File: src/slu_pkg.sv
// Constants and types shared by the serial handshake line unit
package slu_pkg;

   // Register port geometry
   localparam int REG_AW = 3;
   localparam int REG_DW = 8;

   // Register indices, eight addresses shared by five write and six read registers
   localparam logic [2:0] REG_TX_LOW   = 3'h0;
   localparam logic [2:0] REG_TX_HIGH  = 3'h1;
   localparam logic [2:0] REG_TX_CTRL  = 3'h2;
   localparam logic [2:0] REG_TX_STAT  = 3'h3;
   localparam logic [2:0] REG_RX_LOW   = 3'h4;
   localparam logic [2:0] REG_RX_HIGH  = 3'h5;
   localparam logic [2:0] REG_RX_CTRL  = 3'h6;
   localparam logic [2:0] REG_RX_STAT  = 3'h7;

   // Field positions, transmit control and status
   localparam int BIT_ENABLE_FINAL  = 4;
   localparam int BIT_ERROR_CLEAR   = 1;
   localparam int BIT_TX_CLEAR      = 0;
   localparam int BIT_NOT_READY     = 4;
   localparam int BIT_WANTS_BIT     = 1;
   localparam int BIT_BUFFER_EMPTY  = 0;

   // Field positions, receive control, request and status
   localparam int BIT_HOST_READY    = 1;
   localparam int BIT_RX_CLEAR      = 0;
   localparam int BIT_GET_WORD      = 0;
   localparam int BIT_LINE_ERROR    = 4;
   localparam int BIT_MESSAGE_END   = 1;
   localparam int BIT_DATA_AVAIL    = 0;

   // Word geometry
   localparam int         WORD_BITS = 16;
   localparam logic [4:0] LAST_IDX  = 5'h0f;

   // Remote relay settle time
   localparam int CLK_HZ           = 100_000_000;
   localparam int NOT_READY_MS     = 500;
   localparam int NOT_READY_CYCLES = NOT_READY_MS * (CLK_HZ / 1000);
   localparam int NR_CNT_W         = 26;

   // Reset values
   localparam logic RST_EMPTY      = 1'b1;
   localparam logic RST_NOT_READY  = 1'b1;

   // Transmit handshake states
   typedef enum logic [2:0] {
      TX_IDLE = 3'b001,
      TX_WAIT = 3'b010,
      TX_HOLD = 3'b100
   } slu_tx_e;

   // Receive handshake states
   typedef enum logic [2:0] {
      RX_IDLE = 3'b001,
      RX_REQ  = 3'b010,
      RX_ACK  = 3'b100
   } slu_rx_e;

endpackage

File: src/slu_line_unit.sv
// Serial handshake line unit: register port, bit-serial transmit and receive
`timescale 1ns/1ns
module slu_line_unit #(
   parameter int NOT_READY_DELAY = slu_pkg::NOT_READY_CYCLES
) (
   // Clock and reset
   input  wire logic                       clk,
   input  wire logic                       sys_rst,
   // Controller register port
   input  wire logic                       regWrite,
   input  wire logic                       regRead,
   input  wire logic [slu_pkg::REG_AW-1:0] regAddr,
   input  wire logic [slu_pkg::REG_DW-1:0] regWrData,
   output logic      [slu_pkg::REG_DW-1:0] regRdData,
   // Transmit line
   input  wire logic                       remoteWantsBit,
   output logic                            bitStrobe,
   output logic                            txBit,
   output logic                            finalBit,
   // Receive line
   input  wire logic                       remoteBitStrobe,
   input  wire logic                       remoteBit,
   input  wire logic                       remoteFinalBit,
   output logic                            readyForBit,
   // Online relays
   input  wire logic                       remoteRelay,
   output logic                            hostRelay
);
   import slu_pkg::*;

   typedef struct packed {
      // Transmit side
      slu_tx_e         txState;
      logic [7:0]      txLow;
      logic [15:0]     txShift;
      logic [4:0]      txCnt;
      logic            txEmpty;
      logic            enableFinalBit;
      logic            finalArmed;
      logic            lineErrorClear;
      logic            transmitClear;
      logic            strobe;
      logic            dataBit;
      logic            finalOut;
      // Receive side
      slu_rx_e         rxState;
      logic [15:0]     rxWord;
      logic [4:0]      rxCnt;
      logic            hostReady;
      logic            receiveClear;
      logic            ready;
      logic            dataAvail;
      logic            endPending;
      logic            messageEndSeen;
      // Line status
      logic            notReady;
      logic [NR_CNT_W-1:0] nrCnt;
      logic            lineError;
      logic [7:0]      rdData;
   } slu_state_s;

   slu_state_s state_q;
   slu_state_s state_d;

   logic [4:0] syncIn;
   logic       wantsSync;
   logic       strobeSync;
   logic       bitSync;
   logic       finalSync;
   logic       relaySync;

   localparam logic [NR_CNT_W-1:0] NR_LAST = NR_CNT_W'(NOT_READY_DELAY - 1);

   // Every incoming line crosses two flops before use
   slu_sync #(
      .WIDTH (5)
   ) u_sync (
      .clk     (clk),
      .sys_rst (sys_rst),
      .asyncIn ({remoteWantsBit, remoteBitStrobe, remoteBit, remoteFinalBit, remoteRelay}),
      .syncOut (syncIn)
   );

   assign wantsSync  = syncIn[4];
   assign strobeSync = syncIn[3];
   assign bitSync    = syncIn[2];
   assign finalSync  = syncIn[1];
   assign relaySync  = syncIn[0];

   // Next-state logic for the whole unit
   always_comb begin
      logic wrTxHigh;
      logic wrTxCtrl;
      logic wrRxCtrl;
      logic wrRxReq;
      wrTxHigh = regWrite && (regAddr == REG_TX_HIGH);
      wrTxCtrl = regWrite && (regAddr == REG_TX_CTRL);
      wrRxCtrl = regWrite && (regAddr == REG_RX_CTRL);
      wrRxReq  = regWrite && (regAddr == REG_RX_STAT);
      state_d  = state_q;

      // Low transmit byte waits for the high byte
      if (regWrite && (regAddr == REG_TX_LOW)) begin
         state_d.txLow = regWrData;
      end

      // Transmit control; clear-on-zero needs the earlier one
      if (wrTxCtrl) begin
         state_d.enableFinalBit = regWrData[BIT_ENABLE_FINAL];
         state_d.lineErrorClear = regWrData[BIT_ERROR_CLEAR];
         state_d.transmitClear  = regWrData[BIT_TX_CLEAR];
         if (state_q.lineErrorClear && !regWrData[BIT_ERROR_CLEAR] && !state_q.notReady) begin
            state_d.lineError = 1'b0;
         end
      end

      // Transmit handshake
      if (state_q.transmitClear) begin
         // Held in reset while the clear bit stands
         state_d.txState  = TX_IDLE;
         state_d.txEmpty  = 1'b1;
         state_d.txCnt    = '0;
         state_d.strobe   = 1'b0;
         state_d.finalOut = 1'b0;
      end else if (wrTxHigh) begin
         // Loading the high byte starts the word
         state_d.txShift        = {regWrData, state_q.txLow};
         state_d.dataBit        = regWrData[7];
         state_d.txEmpty        = 1'b0;
         state_d.txCnt          = '0;
         state_d.txState        = TX_WAIT;
         state_d.finalArmed     = state_q.enableFinalBit;
         state_d.enableFinalBit = 1'b0;
         state_d.strobe         = 1'b0;
         state_d.finalOut       = 1'b0;
      end else begin
         unique case (state_q.txState)
            TX_IDLE: begin
               state_d.strobe = 1'b0;
            end
            TX_WAIT: begin
               // Strobe only while the remote asks; data already stable
               if (wantsSync) begin
                  state_d.strobe   = 1'b1;
                  state_d.finalOut = state_q.finalArmed && (state_q.txCnt == LAST_IDX);
                  state_d.txState  = TX_HOLD;
               end
            end
            TX_HOLD: begin
               // Remote dropped ready: release strobe, move to next bit
               if (!wantsSync) begin
                  state_d.strobe   = 1'b0;
                  state_d.finalOut = 1'b0;
                  state_d.txShift  = {state_q.txShift[14:0], 1'b0};
                  state_d.dataBit  = state_q.txShift[14];
                  state_d.txCnt    = state_q.txCnt + 5'h01;
                  if (state_q.txCnt == LAST_IDX) begin
                     state_d.txEmpty    = 1'b1;
                     state_d.finalArmed = 1'b0;
                     state_d.txState    = TX_IDLE;
                  end else begin
                     state_d.txState = TX_WAIT;
                  end
               end
            end
         endcase
      end

      // Receive control; setting receive clear drops host-ready
      if (wrRxCtrl) begin
         state_d.receiveClear = regWrData[BIT_RX_CLEAR];
         state_d.hostReady    = regWrData[BIT_HOST_READY] && !regWrData[BIT_RX_CLEAR];
      end

      // High byte read consumes the word; completion below wins
      if (regRead && (regAddr == REG_RX_HIGH)) begin
         state_d.dataAvail      = 1'b0;
         state_d.messageEndSeen = 1'b0;
      end

      // Receive handshake
      if (state_q.receiveClear) begin
         // Frozen in reset while the clear bit stands
         state_d.rxState        = RX_IDLE;
         state_d.ready          = 1'b0;
         state_d.rxCnt          = '0;
         state_d.rxWord[15:8]   = 8'h00;
         state_d.dataAvail      = 1'b0;
         state_d.endPending     = 1'b0;
         state_d.messageEndSeen = 1'b0;
      end else begin
         // Final-bit line caught anywhere in the word
         if (state_q.rxState != RX_IDLE && finalSync) begin
            state_d.endPending = 1'b1;
         end
         unique case (state_q.rxState)
            RX_IDLE: begin
               // One request per word; nothing raises ready otherwise
               if (wrRxReq && regWrData[BIT_GET_WORD]) begin
                  state_d.ready   = 1'b1;
                  state_d.rxCnt   = '0;
                  state_d.rxState = RX_REQ;
               end
            end
            RX_REQ: begin
               // Strobe seen: take the bit, withdraw ready
               if (strobeSync) begin
                  state_d.rxWord  = {state_q.rxWord[14:0], bitSync};
                  state_d.ready   = 1'b0;
                  state_d.rxState = RX_ACK;
               end
            end
            RX_ACK: begin
               // Strobe gone: ask again, or finish after sixteen
               if (!strobeSync) begin
                  state_d.rxCnt = state_q.rxCnt + 5'h01;
                  if (state_q.rxCnt == LAST_IDX) begin
                     state_d.dataAvail      = 1'b1;
                     state_d.messageEndSeen = state_q.endPending || finalSync;
                     state_d.endPending     = 1'b0;
                     state_d.rxState        = RX_IDLE;
                  end else begin
                     state_d.ready   = 1'b1;
                     state_d.rxState = RX_REQ;
                  end
               end
            end
         endcase
      end

      // Remote relay: drop at once, recover only after the settle time
      if (!relaySync) begin
         state_d.notReady = 1'b1;
         state_d.nrCnt    = '0;
      end else if (state_q.notReady) begin
         if (state_q.nrCnt >= NR_LAST) begin
            state_d.notReady = 1'b0;
            state_d.nrCnt    = '0;
         end else begin
            state_d.nrCnt = state_q.nrCnt + NR_CNT_W'(1);
         end
      end

      // Not-ready holds the error; set wins over a clear
      if (state_q.notReady) begin
         state_d.lineError = 1'b1;
      end

      // Read data, registered; write-only data reads as zero
      state_d.rdData = 8'h00;
      if (regRead) begin
         unique case (regAddr)
            REG_TX_CTRL: begin
               state_d.rdData[BIT_ENABLE_FINAL] = state_q.enableFinalBit;
               state_d.rdData[BIT_ERROR_CLEAR]  = state_q.lineErrorClear;
               state_d.rdData[BIT_TX_CLEAR]     = state_q.transmitClear;
            end
            REG_TX_STAT: begin
               state_d.rdData[BIT_NOT_READY]    = state_q.notReady;
               state_d.rdData[BIT_WANTS_BIT]    = wantsSync;
               state_d.rdData[BIT_BUFFER_EMPTY] = state_q.txEmpty;
            end
            REG_RX_LOW: begin
               state_d.rdData = state_q.rxWord[7:0];
            end
            REG_RX_HIGH: begin
               state_d.rdData = state_q.rxWord[15:8];
            end
            REG_RX_CTRL: begin
               state_d.rdData[BIT_HOST_READY] = state_q.hostReady;
               state_d.rdData[BIT_RX_CLEAR]   = state_q.receiveClear;
            end
            REG_RX_STAT: begin
               state_d.rdData[BIT_LINE_ERROR]  = state_q.lineError;
               state_d.rdData[BIT_MESSAGE_END] = state_q.messageEndSeen;
               state_d.rdData[BIT_DATA_AVAIL]  = state_q.dataAvail;
            end
            default: begin
               state_d.rdData = 8'h00;
            end
         endcase
      end
   end

   // State register; relay starts released so not-ready begins set
   always_ff @(posedge clk or posedge sys_rst) begin
      if (sys_rst) begin
         state_q          <= '0;
         state_q.txState  <= TX_IDLE;
         state_q.rxState  <= RX_IDLE;
         state_q.txEmpty  <= RST_EMPTY;
         state_q.notReady <= RST_NOT_READY;
      end else begin
         state_q <= state_d;
      end
   end

   // Outputs straight from flops
   assign regRdData   = state_q.rdData;
   assign bitStrobe   = state_q.strobe;
   assign txBit       = state_q.dataBit;
   assign finalBit    = state_q.finalOut;
   assign readyForBit = state_q.ready;
   assign hostRelay   = state_q.hostReady;
endmodule // slu_line_unit

File: src/slu_sync.sv
// Two flip-flop synchroniser for asynchronous line inputs
`timescale 1ns/1ns
module slu_sync #(
   parameter int WIDTH = 1
) (
   // Clock and reset
   input  wire logic             clk,
   input  wire logic             sys_rst,
   // Asynchronous inputs and their synchronised copies
   input  wire logic [WIDTH-1:0] asyncIn,
   output logic      [WIDTH-1:0] syncOut
);
   import slu_pkg::*;

   typedef struct packed {
      logic [WIDTH-1:0] meta;
      logic [WIDTH-1:0] stable;
   } slu_sync_s;

   slu_sync_s state_q;
   slu_sync_s state_d;

   // First stage feeds only the second stage
   always_comb begin
      state_d        = state_q;
      state_d.meta   = asyncIn;
      state_d.stable = state_q.meta;
   end

   always_ff @(posedge clk or posedge sys_rst) begin
      if (sys_rst) begin
         state_q <= '0;
      end else begin
         state_q <= state_d;
      end
   end

   assign syncOut = state_q.stable;

endmodule // slu_sync

File: config.mk
export PLATFORM = sky130hd
export DESIGN_NAME = slu_line_unit
export DESIGN_NICKNAME = d
export VERILOG_FILES = /design/src/slu_pkg.sv /design/src/slu_line_unit.sv /design/src/slu_sync.sv
export SDC_FILE = /design/constraint.sdc
export NUM_CORES = 1
export LEC_CHECK = 0
export ABC_AREA = 1
export BUFFER_PORTS_ARGS = -buffer_cell sky130_fd_sc_hd__clkbuf_2
export CAP_MARGIN = 20
export CORE_ASPECT_RATIO = 0.5
export CORE_MARGIN = 2
export CORE_UTILIZATION = 63
export CTS_BUF_LIST = sky130_fd_sc_hd__clkbuf_4
export DETAILED_ROUTE_END_ITERATION = 6
export GPL_TIMING_DRIVEN = 0
export PLACE_DENSITY_LB_ADDON = 0.08
export SKIP_LAST_GASP = 1
export SLEW_MARGIN = 20
export SYNTH_ARGS = -nofsm -noshare
export SYNTH_HDL_FRONTEND = slang
export SYNTH_HIERARCHICAL = 1
export SYNTH_SLANG_ARGS = --single-unit
File: constraint.sdc
create_clock -name clk -period 3.21 [get_ports clk]
set_input_delay 0.1605 -clock clk [delete_from_list [all_inputs] [get_ports clk]]
set_output_delay 0.1605 -clock clk [all_outputs]
set_load 0.02 [all_outputs]
* Word level (Yosys, flattened, before mapping)
Index checks and enable logic that the tools add are counted.
** Operators by class
- Add/sub/neg operators :: 3
- $lt $le $gt $ge :: 1
- Equality and inequality tests :: 25
- Mux-type cells :: 61
- Bitwise gates (word level) :: 2
- Reduce and logical (&&, ||, !) cells :: 39
** Operators with widths (number)
- $mux W21 :: 3
- $mux W27 :: 2
- $mux W3 :: 10
- $add A26 B1 Y26 const B :: 1
- $ge A26 B26 Y1 const B :: 1
- $mux W26 :: 1
- $mux W1 :: 22
- $mux W19 :: 1
- $eq A3 B3 Y1 const B :: 6
- $reduce_and A3 Y1 :: 6
- $mux W16 :: 1
- $mux W5 :: 3
- $eq A3 B2 Y1 const B :: 4
- $logic_and A1 B1 Y1 :: 12
- $ne A3 B3 Y1 const B :: 4
- $pmux W2 S6 :: 1
- $pmux W3 S2 :: 2
- $reduce_bool A2 Y1 :: 6
- $mux W11 :: 1
- $add A5 B1 Y5 const B :: 2
- $eq A5 B4 Y1 const B :: 2
- $pmux W5 S2 :: 1
- $eq A3 B1 Y1 const B :: 3
- $pmux W3 S3 :: 1
- 21 further kinds :: 35
** Word-level totals
- Flip-flop bits (word level) :: 115
- Bits of input ports :: 20
- Output and inout bits :: 13
- Logic and storage cells :: 159

* Longest topological paths before layout
- Depth after elaboration :: 7
- Mapped depth :: 11
- Gate-level depth less buffers :: 11

* Hierarchy
The synthesis kept the hierarchy.
** By module, submodules not included
- slu_line_unit :: instances 1, cells each 704, area an instance 5519.0 um2, sequential area each 2632.5 um2
- slu_sync :: instances 1, cells each 11, area an instance 254.0 um2, sequential area each 250.2 um2

* Worst setup path before layout
No wires, ideal clock.
- Path kind :: reg2reg
- Start point :: reg state_q[9] (netlist name)
- End point :: reg state_q[18] (netlist name)
- Setup time :: 0.117 ns
- Arrival time :: 1.391 ns
- Data required time :: 3.093 ns
- Path slack :: 1.703 ns
- Stages on the path, launching flop included :: 12
- Path buffers :: 1
- Period minus slack after synthesis :: 1.507 ns
- Path through :: dfrtp_1 ha_1 nand2_2 nor2_2 nand2_2 nand2_1 nand3_2 nand4_4 buf_6 nor2_2 nand2_1 nand2_1
** Between the ends
- Longest elaborated chain between the ends :: 4
- Elaborated cells on any way between the ends :: 5
- Those cells by class :: add/sub: 1; order compare: 1; mux: 3
** Ends and longest elaborated chain
- from (decl) :: line slu_line_unit.sv:62 : slu_state_s state_q;
- from (signal assigned) :: line slu_line_unit.sv:294 : state_q <= state_d;
- $add A26 B1 Y26 or $ge A26 B26 Y1 (tied branches) :: line slu_line_unit.sv:240, slu_line_unit.sv:236
- $mux W26 * :: line slu_line_unit.sv:236 : if (state_q.nrCnt >= NR_LAST) begin
- $mux W27 * :: line slu_line_unit.sv:235 : end else if (state_q.notReady) begin
- $mux W27 * :: line slu_line_unit.sv:232 : if (!relaySync) begin
Mark *: on every way between the ends. The rest lies on a longest branch, timed or not. The select of a mux whose other input is x is not followed.
A chain may end at the register's enable or synchronous reset.

* Worst setup path in the final report
Ends and elaborated chain as after synthesis.

==> out/results.txt <==
Across the routed clock network, the largest skew measured is 0.01206 ns. Share of the synthesized area in the top cell type: 48.11%. After routing the design area is 6609 µm².

Critical path class: flop to flop. The tool flagged a number of max-cap violations equal to 0. The pre-antenna-repair detailed-routing pass consisted of 4 iterations.

Launching element of the worst setup path: state_q[9]. Number of flops mapped to enable cells by yosys: 0. Wires add up to 12.81 mm. The worst hold slack after final layout was 0.02419 ns. The data arrival time of the worst path was 2.24 ns; the post-synthesis net count was 740.

The clock transition at the register clock pins on the worst setup and hold paths after CTS is 0.11 ns, and the upper clock frequency limit is 555.4 MHz. Warning count from the yosys run: 6. For this run, the leading register cell type out of synthesis is sky130_fd_sc_hd__dfrtp_1. The logs give 8798 µm² for the area of the placeable core and 0 for the max-slew violation count.

Root buffer cell: sky130_fd_sc_hd__clkbuf_4. The tools report the proportion of synthesized chip area in sequential cells as 49.93%. Of all flip-flops after synthesis, the portion carrying an async set or reset was 100.0%. The worst setup path is launched from a flop. By area the synthesized netlist is led by sky130_fd_sc_hd__dfrtp_1 48%, sky130_fd_sc_hd__nand2_1 14%, sky130_fd_sc_hd__nor2_1 5.6%.

0 antenna diodes ended up in the layout. The tools report the capture point of the worst path as state_q[18]. The average instance in the mapped netlist occupies 8.074 µm². The tools report the number of top-level pins as 33. The run finished with clean final reports. For the maximum root-to-sink buffer count, the log shows 2. The logs give 61.78% for the worst slew slack as a fraction of its limit and 0 for the number of cells upsized or downsized after cts. For the worst flop-to-flop path, the logic depth is 11.

The die covers 9992 µm². The run gives 0 as the count of final setup violators. The run gives 0.54 ns as the insertion delay to the later sink of the worst-skew pair.

The number of global-route vias before repair is 4874. TritonCTS built the clock tree. Setup repair after global routing left no endpoint under its margin.

The total of buffers placed on input and output ports is 32, and the actual slew at the worst max-slew pin is 0.5695 ns. For this run, the number of standard cells in the final layout without fillers is 915. Wire length of the first global-routing pass: 22.15 mm.

The worst register-to-register path ends at state_q[18]. For flop-to-flop paths, the worst setup slack is 1.41 ns. For this configuration, the core starts out at a cell density of 65.61%. The count of distinct cell types in the synthesized netlist is 40, and the share of post-route cells with drive strength above 1 is 16.29%. Buffers inserted during clock tree synthesis total 17. The setup TNS after final layout was 0 ns; the leakage power was 3.189 nW.

The required time at the endpoint of the critical path is 3.65 ns, and the hold violation count in the final report is 0. Worst reg2reg path startpoint: state_q[9]. For the number of clock sinks, the log shows 115.

The smallest clock period supported by the final layout is computed as 1.801 ns. Along the worst path, the maximum fanout reaches 10. The min-delay analysis places its worst path in the category primary input to flop. The tools report the overall power as 0.003499 W.

From left edge to right edge, the die measures 139.4 µm. The run gives 0 as the residual overflow from global routing. The peak supply drop was 387.0 µV. Relative to the synthesized area, the layout overhead comes to 14.48%.

After the last flow step, the layout net total stands at 810. The synthesized netlist occupies a cell area of 5773 µm². The most repeated cell in the gate-level netlist after synthesis was sky130_fd_sc_hd__nand2_1. The largest total area in the synthesized netlist belongs to sky130_fd_sc_hd__dfrtp_1. Dividing the detail-routed via count by the number of cells gives 5.368. The detail route stage leaves a number of antenna-violating nets equal to 0.

The overall die height works out to 71.69 µm. STA classifies the critical path endpoint as a flop. The gate count of the mapped netlist is 715. For the row count, the log shows 24. Entering global routing, the biggest net connects 59 pins.

For this block, the initial DRC count from the detailed router was 334. For this block, the via count after detailed routing is 4912. In the routed design, unresolved DRC markers number 0. Global routing consumed, over all layers together, 28.11% of the routing resources.

In this run the cell area measured after placement is 6112 µm². The number of cells after detailed placement came out at 865. For this design the ratio of total power to cell area is 529.5 nW/µm². The final critical path takes up 56.09% of the cycle. The wire length per cell after detailed routing was 14.00 µm; the initial antenna violation count was 0. The run gives 4 as the count of H-tree levels built during CTS.

After synthesis, the most frequently instantiated cells are 208 x sky130_fd_sc_hd__nand2_1, 111 x sky130_fd_sc_hd__dfrtp_1, 86 x sky130_fd_sc_hd__nor2_1. The logs give 9.016 mm for the detailed placement HPWL and 0.9264 for the weighted congestion reported at the end of routability-driven placement. After synthesis the netlist holds a flip-flop and latch count of 115.
[stage by stage]
| step | util, % | setup slack [ns] |
|---|---|---|
| after floorplan | - | 0.2956 |
| after global placement | 69.10 | -0.8710 |
| after detailed placement | 69.47 | 1.435 |
| after CTS | 75.11 | 1.415 |
| after global routing | 75.11 | 1.269 |
| final | 75.11 | 1.409 |
[report_power, final]
group | internal (W) | total [W] | switching [W]
registers | 0.00165 | 0.00177 | 0.000118
logic | 0.000206 | 0.000533 | 0.000328
clock network | 0.000611 | 0.00119 | 0.000584
[registers in the layout (all words and copies together), names as in the netlist]
register and count:
state_q 92, readyForBit 1, bitStrobe 1, u_sync/state_d 5
u_sync/syncOut 5, txBit 1, regRdData 8, hostRelay 1
finalBit 1
[logic make-up (layout without fill, tap and decap cells)]
logic type	after synthesis	count (layout)	synth area share (%)
xor+xnor	13	13	1.972
flops	115	115	49.93
simple gates	387	387	29.24
fa+ha+maj	5	5	1.084
buf+inv	99	182	7.477
compound gates	91	91	9.320
mux	5	5	0.9752
[worst max-delay path, stage by stage, from the launching register on]
cell and delay, ns:
sky130_fd_sc_hd__dfrtp_1 0.47, sky130_fd_sc_hd__ha_1 0.25, sky130_fd_sc_hd__nand2_2 0.08, sky130_fd_sc_hd__nor2_2 0.15, sky130_fd_sc_hd__nand2_2 0.08, sky130_fd_sc_hd__nand2_1 0.08, sky130_fd_sc_hd__nand3_2 0.10, sky130_fd_sc_hd__nand4_4 0.16
sky130_fd_sc_hd__buf_6 0.18, sky130_fd_sc_hd__nor2_2 0.04, sky130_fd_sc_hd__nand2_1 0.06, sky130_fd_sc_hd__nand2_1 0.05
[layout make-up]
| cell class | count | area (µm²) |
|---|---|---|
| Sequential cell | 115 | 2883 |
| Timing Repair Buffer | 51 | 367.9 |
| Buffer | 21 | 136.4 |
| Clock buffer | 17 | 127.6 |
| Multi-Input combinational cell | 501 | 2459 |
| Fill cell | 665 | 2190 |
| Tap cell | 117 | 146.4 |
| Clock inverter | 15 | 188.9 |
| Inverter | 78 | 300.3 |
[metal layers]
| layer | up-vias | share of wire, % | GRT usage (%) |
|---|---|---|---|
| met1 | 2335 | 45 | 35.25 |
| met3 | 19 | 4.7 | 8.222 |
| met2 | 117 | 49 | 49.29 |
| met4 | 0 | 1.0 | 6.397 |
| met5 | - | 0 | 0 |
| li1 | 2441 | - | - |
[timing repair]
item	4_1_cts	5_1_grt
hold buffers	18	0
hold endpoints to repair	99	0
buffers inserted	0	0
[worst min-delay path by stage]
stage,from,end,depth (start not counted)
final,regAddr[2],state_q[95],4
after global routing,regAddr[2],state_q[95],4
after CTS,regAddr[2],state_q[95],4
after detailed placement,sys_rst,u_sync/state_d[0],2
after global placement,sys_rst,u_sync/state_d[0],2
after floorplan,sys_rst,u_sync/state_d[0],1
[placed cells by master, fill, tap and decap left out, drive strengths merged, types with 4 or more instances in the layout]
| cell | n |
|---|---|
| clkinv | 9 |
| bufinv | 4 |
| nor3 | 11 |
| a31oi | 17 |
| xor2 | 9 |
| o32ai | 4 |
| xnor2 | 4 |
| a21oi | 17 |
| nand3 | 48 |
| inv | 78 |
| dlygate4sd3 | 18 |
| clkbuf | 55 |
| nand2 | 220 |
| nand4 | 8 |
| mux2 | 5 |
| o21ai | 35 |
| ha | 5 |
| dfrtp | 111 |
| o22ai | 13 |
| nor2 | 99 |
| dfstp | 4 |
| buf | 16 |
Note: power is estimated with default switching activity, not from simulation.
